<file path="config.mk">
export PLATFORM = sky130hd
export DESIGN_NAME = ich_host
export DESIGN_NICKNAME = d
export VERILOG_FILES = /design/src/rtl/ich_host.v
export VERILOG_INCLUDE_DIRS = /design/src /design/src/rtl
export SDC_FILE = /design/constraint.sdc
export NUM_CORES = 1
export LEC_CHECK = 0
export BUFFER_PORTS_ARGS = -buffer_cell sky130_fd_sc_hd__buf_2
export CORE_ASPECT_RATIO = 0.8
export CORE_MARGIN = 2
export CORE_UTILIZATION = 52
export CTS_BUF_LIST = sky130_fd_sc_hd__clkbuf_8
export DETAILED_ROUTE_END_ITERATION = 16
export MAX_ROUTING_LAYER = met4
export PLACE_DENSITY_LB_ADDON = 0.15
export SYNTH_ARGS = -nofsm -noshare
export SYNTH_HDL_FRONTEND = slang
export SYNTH_SLANG_ARGS = --single-unit
</file>
<file path="constraint.sdc">
create_clock -name clk -period 2.7 [get_ports clk]
set_input_delay 0.27 -clock clk [delete_from_list [all_inputs] [get_ports clk]]
set_output_delay 0.27 -clock clk [all_outputs]
set_load 0.05 [all_outputs]
</file>
<file path="src/rtl/ich_consts.vh">
// Constants for the interrupt controller host-side command port driver.
`ifndef ICH_CONSTS_VH
`define ICH_CONSTS_VH
// Wishbone register word offsets (wb_adr_i bits 5:2).
`define ICH_OFF_INIT1 4'h0
`define ICH_OFF_INIT2 4'h1
`define ICH_OFF_INIT3 4'h2
`define ICH_OFF_INIT4 4'h3
`define ICH_OFF_CMD 4'h4
`define ICH_OFF_MASKW 4'h5
`define ICH_OFF_STATUS 4'h6
`define ICH_OFF_RDATA 4'h7
`define ICH_OFF_ISTAT 4'h8
`define ICH_OFF_ICLR 4'h9
`define ICH_OFF_IEN 4'hA
// Command register opcodes (bits 3:0 of the data written to CMD).
`define ICH_OP_SVC_DONE 4'h1
`define ICH_OP_ROT_SVC_DONE 4'h2
`define ICH_OP_SET_PRIO 4'h3
`define ICH_OP_MASK_MODE 4'h4
`define ICH_OP_POLL 4'h5
`define ICH_OP_RD_REQ 4'h6
`define ICH_OP_RD_INSVC 4'h7
// Command word fixed fields and positions.
`define ICH_INIT1_MARK 8'h10
`define ICH_OC2_SPEC_EOI 3'h3
`define ICH_OC2_ROT_SPEC 3'h7
`define ICH_OC2_SET_PRIO 3'h6
`define ICH_OC3_BASE 8'h08
`define ICH_OC3_SPECIAL_MASK_ENABLE 8'h40
`define ICH_OC3_SMM 8'h20
`define ICH_OC3_POLL 8'h04
`define ICH_OC3_RR 8'h02
`define ICH_OC3_RIS 8'h01
`define ICH_INIT1_IC4_BIT 0
`define ICH_INIT1_SNGL_BIT 1
`define ICH_LVL_ARG_LSB 4
`define ICH_SMM_ARG_BIT 4
`define ICH_PEND_BIT 7
`define ICH_INIT1_KEEP 5'h0B
// Bus cycle phase lengths in clock cycles.
`define ICH_SETUP_CYC 4'h2
`define ICH_STROBE_CYC 4'h4
`define ICH_HOLD_CYC 4'h2
// Status and interrupt bit positions.
`define ICH_ST_BUSY 0
`define ICH_ST_INITED 1
`define ICH_ST_ERR 2
`define ICH_EV_DONE 0
`define ICH_EV_PEND 1
`define ICH_EV_ERR 2
`endif

</file>
<file path="src/rtl/ich_host.v">
// Host-side driver that programs and polls an eight-input interrupt controller over its parallel port.
//
// Contract
// - Command three bit 7 written zero
// - Poll applies once; reissue per poll
// - Register read follows at same port
// - Init order one, two, three, four
// - Every cascaded controller initialized separately
//
// Local design decisions: register access over Wishbone and the placing of the registers.
`timescale 1ns/10ps
`include "ich_consts.vh"
module ich_host
(
  // System.
  input wire clk,
  input wire rst,
  // Wishbone slave.
  input wire wb_cyc_i,
  input wire wb_stb_i,
  input wire wb_we_i,
  input wire [5:2] wb_adr_i,
  input wire [3:0] wb_sel_i,
  input wire [31:0] wb_dat_i,
  output reg [31:0] wb_dat_o,
  output reg wb_ack_o,
  output reg irq,
  // Device parallel port.
  output reg dev_cs_n,
  output reg dev_wr_n,
  output reg dev_rd_n,
  output reg dev_port_sel,
  output reg [7:0] dev_d_o,
  output reg dev_d_oe,
  input wire [7:0] dev_d_i
);

  localparam ST_IDLE = 2'h0;
  localparam ST_SETUP = 2'h1;
  localparam ST_STROBE = 2'h2;
  localparam ST_HOLD = 2'h3;
  // Init progress: which word is expected next.
  localparam IN_NONE = 3'h0;
  localparam IN_W2 = 3'h1;
  localparam IN_W3 = 3'h2;
  localparam IN_W4 = 3'h3;
  localparam IN_DONE = 3'h4;

  reg [1:0] state_r;
  reg [3:0] cnt_r;
  reg is_read_r;
  reg [2:0] init_r;
  reg need_w3_r;
  reg need_w4_r;
  reg [7:0] rdata_r;
  reg err_r;
  reg [2:0] istat_r;
  reg [2:0] ien_r;
  reg [2:0] ev_set;
  reg acc_ok;
  reg start;
  reg start_rd;
  reg start_port;
  reg [7:0] start_word;
  reg [31:0] rd_mux;
  wire wb_req = wb_cyc_i & wb_stb_i & ~wb_ack_o;
  wire wb_wr = wb_req & wb_we_i & wb_sel_i[0];
  wire busy = (state_r != ST_IDLE);
  wire [3:0] op = wb_dat_i[3:0];
  wire [2:0] lvl = wb_dat_i[`ICH_LVL_ARG_LSB+2:`ICH_LVL_ARG_LSB];

  // Builds a level-carrying command two word; level field names input 0..7.
  function [7:0] oc2_word;
    input [2:0] code;
    input [2:0] level;
    begin
      oc2_word = {code, 2'b00, level};
    end
  endfunction

  // Decode a write into one device bus cycle. Cycle-starting writes while busy or out of order are refused and flag an error.
  always @*
  begin
    start = 1'b0;
    start_rd = 1'b0;
    start_port = 1'b0;
    start_word = 8'h00;
    acc_ok = 1'b1;
    if (wb_wr)
    begin
      case (wb_adr_i)
        `ICH_OFF_INIT1:
        begin
          start = 1'b1;
          start_word = `ICH_INIT1_MARK | {3'h0, wb_dat_i[4:0] & `ICH_INIT1_KEEP};
        end
        `ICH_OFF_INIT2:
        begin
          acc_ok = (init_r == IN_W2);
          start = acc_ok;
          start_port = 1'b1;
          start_word = wb_dat_i[7:0];
        end
        `ICH_OFF_INIT3:
        begin
          acc_ok = (init_r == IN_W3);
          start = acc_ok;
          start_port = 1'b1;
          start_word = wb_dat_i[7:0];
        end
        `ICH_OFF_INIT4:
        begin
          acc_ok = (init_r == IN_W4);
          start = acc_ok;
          start_port = 1'b1;
          start_word = {3'h0, wb_dat_i[4:0]};
        end
        `ICH_OFF_MASKW:
        begin
          acc_ok = (init_r == IN_DONE);
          start = acc_ok;
          start_port = 1'b1;
          start_word = wb_dat_i[7:0];
        end
        `ICH_OFF_CMD:
        begin
          acc_ok = (init_r == IN_DONE);
          start = acc_ok;
          case (op)
            `ICH_OP_SVC_DONE: start_word = oc2_word(`ICH_OC2_SPEC_EOI, lvl);
            `ICH_OP_ROT_SVC_DONE: start_word = oc2_word(`ICH_OC2_ROT_SPEC, lvl);
            `ICH_OP_SET_PRIO: start_word = oc2_word(`ICH_OC2_SET_PRIO, lvl);
            // Command three: D7 zero, D4 zero, D3 one.
            `ICH_OP_MASK_MODE: start_word = `ICH_OC3_BASE | `ICH_OC3_SPECIAL_MASK_ENABLE |
              (wb_dat_i[`ICH_SMM_ARG_BIT] ? `ICH_OC3_SMM : 8'h00);
            `ICH_OP_POLL: start_word = `ICH_OC3_BASE | `ICH_OC3_POLL;
            `ICH_OP_RD_REQ: start_word = `ICH_OC3_BASE | `ICH_OC3_RR;
            `ICH_OP_RD_INSVC: start_word = `ICH_OC3_BASE | `ICH_OC3_RR | `ICH_OC3_RIS;
            default:
            begin
              acc_ok = 1'b0;
              start = 1'b0;
            end
          endcase
        end
        `ICH_OFF_RDATA:
        begin
          // Port-0 read that follows a poll or read-register command.
          acc_ok = (init_r == IN_DONE);
          start = acc_ok;
          start_rd = 1'b1;
        end
        default:
        begin
          acc_ok = 1'b1;
        end
      endcase
      if (busy && start)
      begin
        start = 1'b0;
        acc_ok = 1'b0;
      end
    end
  end

  // Readback multiplexer for the register file.
  always @*
  begin
    case (wb_adr_i)
      `ICH_OFF_STATUS: rd_mux = {26'h0, init_r, err_r, init_r == IN_DONE, busy};
      `ICH_OFF_RDATA: rd_mux = {24'h0, rdata_r};
      `ICH_OFF_ISTAT: rd_mux = {29'h0, istat_r};
      `ICH_OFF_IEN: rd_mux = {29'h0, ien_r};
      default: rd_mux = 32'h0;
    endcase
  end

  // Bus slave: one-cycle ack after the request is seen; unmapped addresses read zero.
  always @(posedge clk or posedge rst)
  begin
    if (rst)
    begin
      wb_ack_o <= 1'b0;
      wb_dat_o <= 32'h0;
    end
    else
    begin
      wb_ack_o <= wb_req;
      wb_dat_o <= rd_mux;
    end
  end

  // Device bus cycle: setup with chip select, strobe low, then hold before release.
  always @(posedge clk or posedge rst)
  begin
    if (rst)
    begin
      state_r <= ST_IDLE;
      cnt_r <= 4'h0;
      is_read_r <= 1'b0;
      dev_cs_n <= 1'b1;
      dev_wr_n <= 1'b1;
      dev_rd_n <= 1'b1;
      dev_port_sel <= 1'b0;
      dev_d_o <= 8'h00;
      dev_d_oe <= 1'b0;
      rdata_r <= 8'h00;
    end
    else
    begin
      case (state_r)
        ST_IDLE:
        begin
          if (start)
          begin
            state_r <= ST_SETUP;
            cnt_r <= `ICH_SETUP_CYC;
            is_read_r <= start_rd;
            dev_cs_n <= 1'b0;
            dev_port_sel <= start_port;
            dev_d_o <= start_word;
            dev_d_oe <= ~start_rd;
          end
        end
        ST_SETUP:
        begin
          cnt_r <= cnt_r - 4'h1;
          if (cnt_r == 4'h1)
          begin
            state_r <= ST_STROBE;
            cnt_r <= `ICH_STROBE_CYC;
            dev_wr_n <= is_read_r;
            dev_rd_n <= ~is_read_r;
          end
        end
        ST_STROBE:
        begin
          cnt_r <= cnt_r - 4'h1;
          if (cnt_r == 4'h1)
          begin
            state_r <= ST_HOLD;
            cnt_r <= `ICH_HOLD_CYC;
            dev_wr_n <= 1'b1;
            dev_rd_n <= 1'b1;
            if (is_read_r)
              rdata_r <= dev_d_i;
          end
        end
        ST_HOLD:
        begin
          cnt_r <= cnt_r - 4'h1;
          if (cnt_r == 4'h1)
          begin
            state_r <= ST_IDLE;
            dev_cs_n <= 1'b1;
            dev_d_oe <= 1'b0;
          end
        end
        default: state_r <= ST_IDLE;
      endcase
    end
  end

  // Init sequencing tracks which word is legal next.
  always @(posedge clk or posedge rst)
  begin
    if (rst)
    begin
      init_r <= IN_NONE;
      need_w3_r <= 1'b0;
      need_w4_r <= 1'b0;
    end
    else if (start)
    begin
      case (wb_adr_i)
        `ICH_OFF_INIT1:
        begin
          init_r <= IN_W2;
          need_w3_r <= ~wb_dat_i[`ICH_INIT1_SNGL_BIT];
          need_w4_r <= wb_dat_i[`ICH_INIT1_IC4_BIT];
        end
        `ICH_OFF_INIT2: init_r <= need_w3_r ? IN_W3 : (need_w4_r ? IN_W4 : IN_DONE);
        `ICH_OFF_INIT3: init_r <= need_w4_r ? IN_W4 : IN_DONE;
        `ICH_OFF_INIT4: init_r <= IN_DONE;
        default: init_r <= init_r;
      endcase
    end
  end

  // Events: cycle done, any port read word with bit 7 set (poll pending), refused access.
  always @*
  begin
    ev_set = 3'h0;
    ev_set[`ICH_EV_DONE] = (state_r == ST_HOLD) && (cnt_r == 4'h1);
    ev_set[`ICH_EV_PEND] = (state_r == ST_STROBE) && (cnt_r == 4'h1) && is_read_r && dev_d_i[`ICH_PEND_BIT];
    ev_set[`ICH_EV_ERR] = wb_wr & ~acc_ok;
  end

  // Sticky status; a set in the same cycle as a clear wins.
  always @(posedge clk or posedge rst)
  begin
    if (rst)
    begin
      istat_r <= 3'h0;
      ien_r <= 3'h0;
      err_r <= 1'b0;
      irq <= 1'b0;
    end
    else
    begin
      if (wb_wr && wb_adr_i == `ICH_OFF_ICLR)
        istat_r <= (istat_r & ~wb_dat_i[2:0]) | ev_set;
      else
        istat_r <= istat_r | ev_set;
      if (wb_wr && wb_adr_i == `ICH_OFF_IEN)
        ien_r <= wb_dat_i[2:0];
      if (ev_set[`ICH_EV_ERR])
        err_r <= 1'b1;
      else if (wb_wr && wb_adr_i == `ICH_OFF_ICLR && wb_dat_i[`ICH_EV_ERR])
        err_r <= 1'b0;
      irq <= |(istat_r & ien_r);
    end
  end

endmodule

</file>
# After elaboration in Yosys (flattened, before gate mapping)
# Index checks and enable logic that the tools add are counted.
[op_classes] add_sub_neg=1 n_eq_ne=29 mux=42 bitwise_logic=15 reduce_logical=27
[op_table] op="case mux 8 bit (4 select lines)" count=2
[op_table] op="case mux 8 bit (7 select lines)" count=1
[op_table] op="== test 4 x 3 -> 1 bit (second input constant)" count=8
[op_table] op="2-to-1 mux 1 bit" count=18
[op_table] op="== test 4 x 2 -> 1 bit (second input constant)" count=4
[op_table] op="case mux 4 bit (4 select lines)" count=1
[op_table] op="== test 4 x 1 -> 1 bit (second input constant)" count=3
[op_table] op="== test 4 bit (second input constant)" count=3
[op_table] op="2-to-1 mux 4 bit" count=3
[op_table] op="case mux 3 bit (4 select lines)" count=1
[op_table] op="2-to-1 mux 3 bit" count=3
[op_table] op="AND reduction 3 bit" count=3
[op_table] op="logical AND 1 bit" count=8
[op_table] op="2-to-1 mux 2 bit" count=4
[op_table] op="2-to-1 mux 8 bit" count=1
[op_table] op="case mux 1 bit (2 select lines)" count=4
[op_table] op="case mux 2 bit (4 select lines)" count=1
[op_table] op="nonzero test 2 bit" count=4
[op_table] op="OR reduction 7 bit" count=1
[op_table] op="AND 3 bit" count=2
[op_table] op="== test 3 x 2 -> 1 bit (second input constant)" count=2
[op_table] op="2-to-1 mux 6 bit" count=1
[op_table] op="!= test 2 bit (second input constant)" count=3
[op_table] op="OR 3 bit" count=2
[op_table] op="other kinds (19)" count=31
[word_totals] reg_bits=74 out_inout_bits=47 elab_cells=133

# Depth between registers and ports, before layout
[depth] word_depth=12 mapped_depth=8

# Worst setup path before layout
# No wires, ideal clock.
[synth_path] kind="reg2reg" from="register wb_ack_o" to="register init_r[1]" arrival_ns=1.894 setup_slack_ns=0.681 path_stages_with_launch=6 path_buffers=0 path_cell_list="dfrtp_1 -> nand3b_1 -> nor2_1 -> nand2_1 -> a2111oi_4 -> mux2_2"
[synth_between] elab_chain_len=6
[synth_rtl] element="from (decl)" line="ich_host.v:26" rtl="output reg wb_ack_o,"
[synth_rtl] element="from (signal assigned)" line="ich_host.v:188" rtl="wb_ack_o <= wb_req;"
[synth_rtl] element="NOT 1 bit" line="ich_host.v:66" rtl="wire wb_req = wb_cyc_i & wb_stb_i & ~wb_ack_o;"
[synth_rtl] element="AND 1 bit" line="ich_host.v:66"
[synth_rtl] element="AND 1 bit (2 in series)" line="ich_host.v:67" rtl="wire wb_wr = wb_req & wb_we_i & wb_sel_i[0];"
[synth_rtl] element="2-to-1 mux 1 bit" line="ich_host.v:89" rtl="if (wb_wr)"
[synth_rtl] element="AND reduction 2 bit (no source line)"
[synth_rtl] element="to (signal assigned)" line="ich_host.v:282" rtl="`ICH_OFF_INIT2: init_r <= need_w3_r ? IN_W3 : (need_w4_r ? IN_W4 : IN_DONE);"
[synth_rtl] element="to (signal assigned)" line="ich_host.v:283" rtl="`ICH_OFF_INIT3: init_r <= need_w4_r ? IN_W4 : IN_DONE;"
[synth_rtl] element="to (signal assigned)" line="ich_host.v:285" rtl="default: init_r <= init_r;"
[synth_rtl] element="to (decl)" line="ich_host.v:52" rtl="reg [2:0] init_r;"
# No other way between the ends.
# A chain may end at the register's enable or synchronous reset.

# Worst setup path in the final report
[layout_path] from="register init_r[1]" to="register dev_d_o[4]"
[layout_between] elab_chain_len=8
[layout_rtl] element="== test 3 bit" line="ich_host.v:120, ich_host.v:127, ich_host.v:149"
[layout_rtl] element="2-to-1 mux 1 bit" line="ich_host.v:129" rtl="case (op)"
[layout_rtl] element="case mux 1 bit (6 select lines) (*)" line="ich_host.v:91" rtl="case (wb_adr_i)"
[layout_rtl] element="2-to-1 mux 1 bit (*)" line="ich_host.v:89"
[layout_rtl] element="logical AND 1 bit" line="ich_host.v:158" rtl="if (busy && start)"
[layout_rtl] element="2-to-1 mux 1 bit (*)" line="ich_host.v:158"
[layout_rtl] element="2-to-1 mux 1 bit (*)" line="ich_host.v:89"
[layout_rtl] element="AND reduction 2 bit (no source line) (*)"
[layout_rtl] element="to (signal assigned)" line="ich_host.v:221" rtl="dev_d_o <= start_word;"
[layout_rtl] element="to (decl)" line="ich_host.v:33" rtl="output reg [7:0] dev_d_o,"
# Every way passes the cells marked *; elsewhere a longest branch is shown, timed or not. The select of a mux whose other input is x is not followed.

==> impl_metrics.csv <==
group,metric,value,unit
clock_network,path_clk_slew,0.09,ns
sta,skew,0.003151,ns
flow_run,maxCapViolations,0,
setup_path,cpPeakStageDelay,0.51,ns
route,dr.pass1.iters,5,
finish,syn2layout_area_growth,11.56,%
finish,n_antenna_cell,0,
sta,worst_pin_slew,0.7725,ns
run_status,run_status,"complete, no violations",
finish,mostFrequentLayoutCells,"buf_2, dfrtp_1, nand2_1",
clock_network,cts_buffer_depth,2,
die,rows,24,
die,initial_core_util,53.55,%
power,p_leak,1.591,nW
route,drc,0,
min_path,hold_path_class,"input port to flip-flop",
global_routing,grt_max_degree,27,
placement,dp_cells,411,
global_routing,grt_pass1_wl,9873,µm
route,viasPerCell,5.210,
min_path,min_path_cells,2,
clock_network,ctsHoldBuffers,1,
setup_path,critical-path-top-delay-family,"compound AO/OA/AOI/OAI gates",
synthesis,netlist_area,2910,µm²
finish,fin_util,59.74,%
finish,finalNetCount,400,
sta,min_period_over_period,73.89,%
synthesis,synth_flop_cell,"dfrtp_1",
sta,final.min_clock_period,1.995,ns
clock_network,clock_tree.root_cell,"clkbuf_8",
clock_network,post_cts_resized,0,
sta,rsz0062_at_grt,"false",
sta,fmax,501.3,MHz
clock_network,clock_latency,0.31,ns
synthesis,synth-seq-area-share,43.12,%
placement,io_buffers,48,
min_path,min_to,"rdata_r[3]$_DFFE_PP0P_",
synthesis,synth_edf_count,0,
global_routing,gr-usage-all-layers,21.17,%
power,power.density,724.1,nW/µm²
setup_path,critPathRequiredTime,2.90,ns
setup_path,crit_buf_inv,1,
route,first_iter_violations,156,
synthesis,ys_top_cells_by_area,"dfrtp_1, mux2_2, buf_4",
synthesis,synthCells,295,
synthesis,ys_seq_elements,50,
sta,finalSetupViolCount,0,
setup_path,cp_max_fo,13,
synthesis,yosysUniqueCellTypes,54,
finish,layout_commonest_cell,"buf_2",
synthesis,synth_top_cell_by_area,"dfrtp_1",
setup_path,cp.arrival,2.20,ns
die,dieHeight,70.92,µm
global_routing,grt-ovfl-total,0,
die,die_w,87.64,µm
die,die_area,6215,µm²
setup_path,timing.rr.end,"dev_d_o[4]$_DFFE_PP0P_",
synthesis,syn_area_per_cell,9.865,µm²
setup_path,endpoint_kind,"flip-flop",
min_path,holdCritStartpoint,"dev_d_i[3]",
finish,layout-drive-gt1-share,27.49,%
clock_network,cts_tree,"yes",
clock_network,h-tree-depth,2,
clock_network,post_cts_buffers,0,
power,ir_drop,286.8,µV
sta,setup_tns,0,ns
setup_path,worst_setup_path_start_kind,"flip-flop",
die,core,5435,µm²
route,wl_per_cell,14.37,µm
setup_path,cpMaxStageDelayCell,"a21oi_4",
route,vias,2188,
placement,dp_slack,0.4360,ns
route,routed_wl,6034,µm
setup_path,r2r_slack,0.70,ns
finish,layout.cells.non_filler,420,
sta,relSlewSlack,48.07,%
synthesis,synth.top_cell.area_share,40.41,%
sta,setup_slack,0.7050,ns
die,num_io_pins,100,
clock_network,cts_sinks,50,
setup_path,worstRegToRegCells,5,
setup_path,crit_type,"flip-flop to flip-flop",
placement,gp_congestion,0.8459,
global_routing,grt_pass1_vias,2072,
route,postRouteAntennaNets,0,
synthesis,synthArstFlopShare,100.0,%
setup_path,crit_chain,"inv_1 -> o32ai_2 -> a22oi_4 -> a21oi_4 -> mux2_2",
sta,hold_viol,0,
global_routing,antenna_found_initial,0,
setup_path,r2r-start,"init_r[1]$_DFFE_PP0P_",
synthesis,yosys_warnings,0,
clock_network,cts_buffers,5,
placement,dp_hpwl,4402,µm
sta,slew_viol_final,0,
[synth_stat cells (2+ instances only)]
cell type	n
buf_4	24
nor3_1	4
xor2_1	2
mux2_2	17
nor2b_1	4
a31oi_1	5
mux2i_1	6
dfstp_2	3
o21ai_0	22
clkbuf_1	10
a21o_1	2
a21oi_1	11
nand3_1	6
ha_1	6
and2_1	3
inv_1	17
nor2_1	22
xnor2_1	2
or3_1	2
a32o_1	2
nand2b_1	4
nor4_1	2
dfrtp_1	47
a211oi_1	3
mux2_4	7
a211o_1	2
a22o_1	5
nand2_1	29
[stage by stage]
stage	hold slack, ns	total power [mW]	area [µm²]
floorplan	0.4206	1.662	2997
global placement	0.3322	1.813	3127
detailed placement	0.3289	1.832	3127
CTS	0.1833	2.359	3247
global route	0.1791	2.500	3247
finish	0.1870	2.351	3247
[sequential cells by signal (all words and copies together), names as in the netlist]
signal,flops
dev_d_o,8
rdata_r,8
wb_dat_o,8
cnt_r,4
ien_r,3
init_r,3
istat_r,3
state_r,2
dev_cs_n,1
dev_d_oe,1
dev_port_sel,1
dev_rd_n,1
dev_wr_n,1
err_r,1
irq,1
is_read_r,1
need_w3_r,1
need_w4_r,1
wb_ack_o,1
[where the power goes]
group / switching [mW] / internal [mW]
sequential: 0.0830 / 0.867
clock: 0.255 / 0.273
combinational: 0.575 / 0.298
total: 0.913 / 1.44
[per-layer routing]
| metal | routed length, µm | track usage (%) | share of wire [%] |
|---|---|---|---|
| met1 | 2962 | 30.99 | 49 |
| met2 | 2668 | 30.39 | 44 |
| met3 | 322 | 3.501 | 5.3 |
| met4 | 81 | 6.154 | 1.3 |
| met5 | 0 | - | 0 |
[worst max path at each step]
| stage | startpoint | endpoint | slack (ns) | cells after the start |
|---|---|---|---|---|
| 2_1_floorplan | wb_ack_o$_DFF_PP0_ | init_r[1]$_DFFE_PP0P_ | 0.68 | 5 |
| 3_3_place_gp | wb_adr_i[4] | dev_d_o[2]$_DFFE_PP0P_ | 0.46 | 6 |
| 3_5_place_dp | wb_adr_i[4] | dev_d_o[4]$_DFFE_PP0P_ | 0.44 | 6 |
| 4_1_cts | init_r[1]$_DFFE_PP0P_ | dev_d_o[4]$_DFFE_PP0P_ | 0.69 | 5 |
| 5_1_grt | wb_ack_o$_DFF_PP0_ | dev_d_o[4]$_DFFE_PP0P_ | 0.56 | 5 |
| 6_report | init_r[1]$_DFFE_PP0P_ | dev_d_o[4]$_DFFE_PP0P_ | 0.70 | 5 |
[cells by family (layout without fill, tap and decap cells)]
kind of cell,count (synthesis),after routing,share of synthesized area [%]
xor gates and xnor gates,4,4,1.204
buffers and inverters,54,78,10.36
and+or+nand+nor,84,84,13.80
DFF,50,50,43.12
adders and majority gates,6,6,2.579
other,1,24,0.1289
AOI/OAI and AO/OA,66,66,16.55
muxes,30,30,12.25
[layout make-up]
type	instances	area, µm²
clock buffers	5	68.82
multi-input cells	214	1440
flip-flops and latches	50	1255
inverters	17	63.81
fillers	485	2188
repair buffers	53	280.3
well taps	78	97.59
clock inverters	3	41.29
No activity file was read; power rests on OpenSTA's default activity.
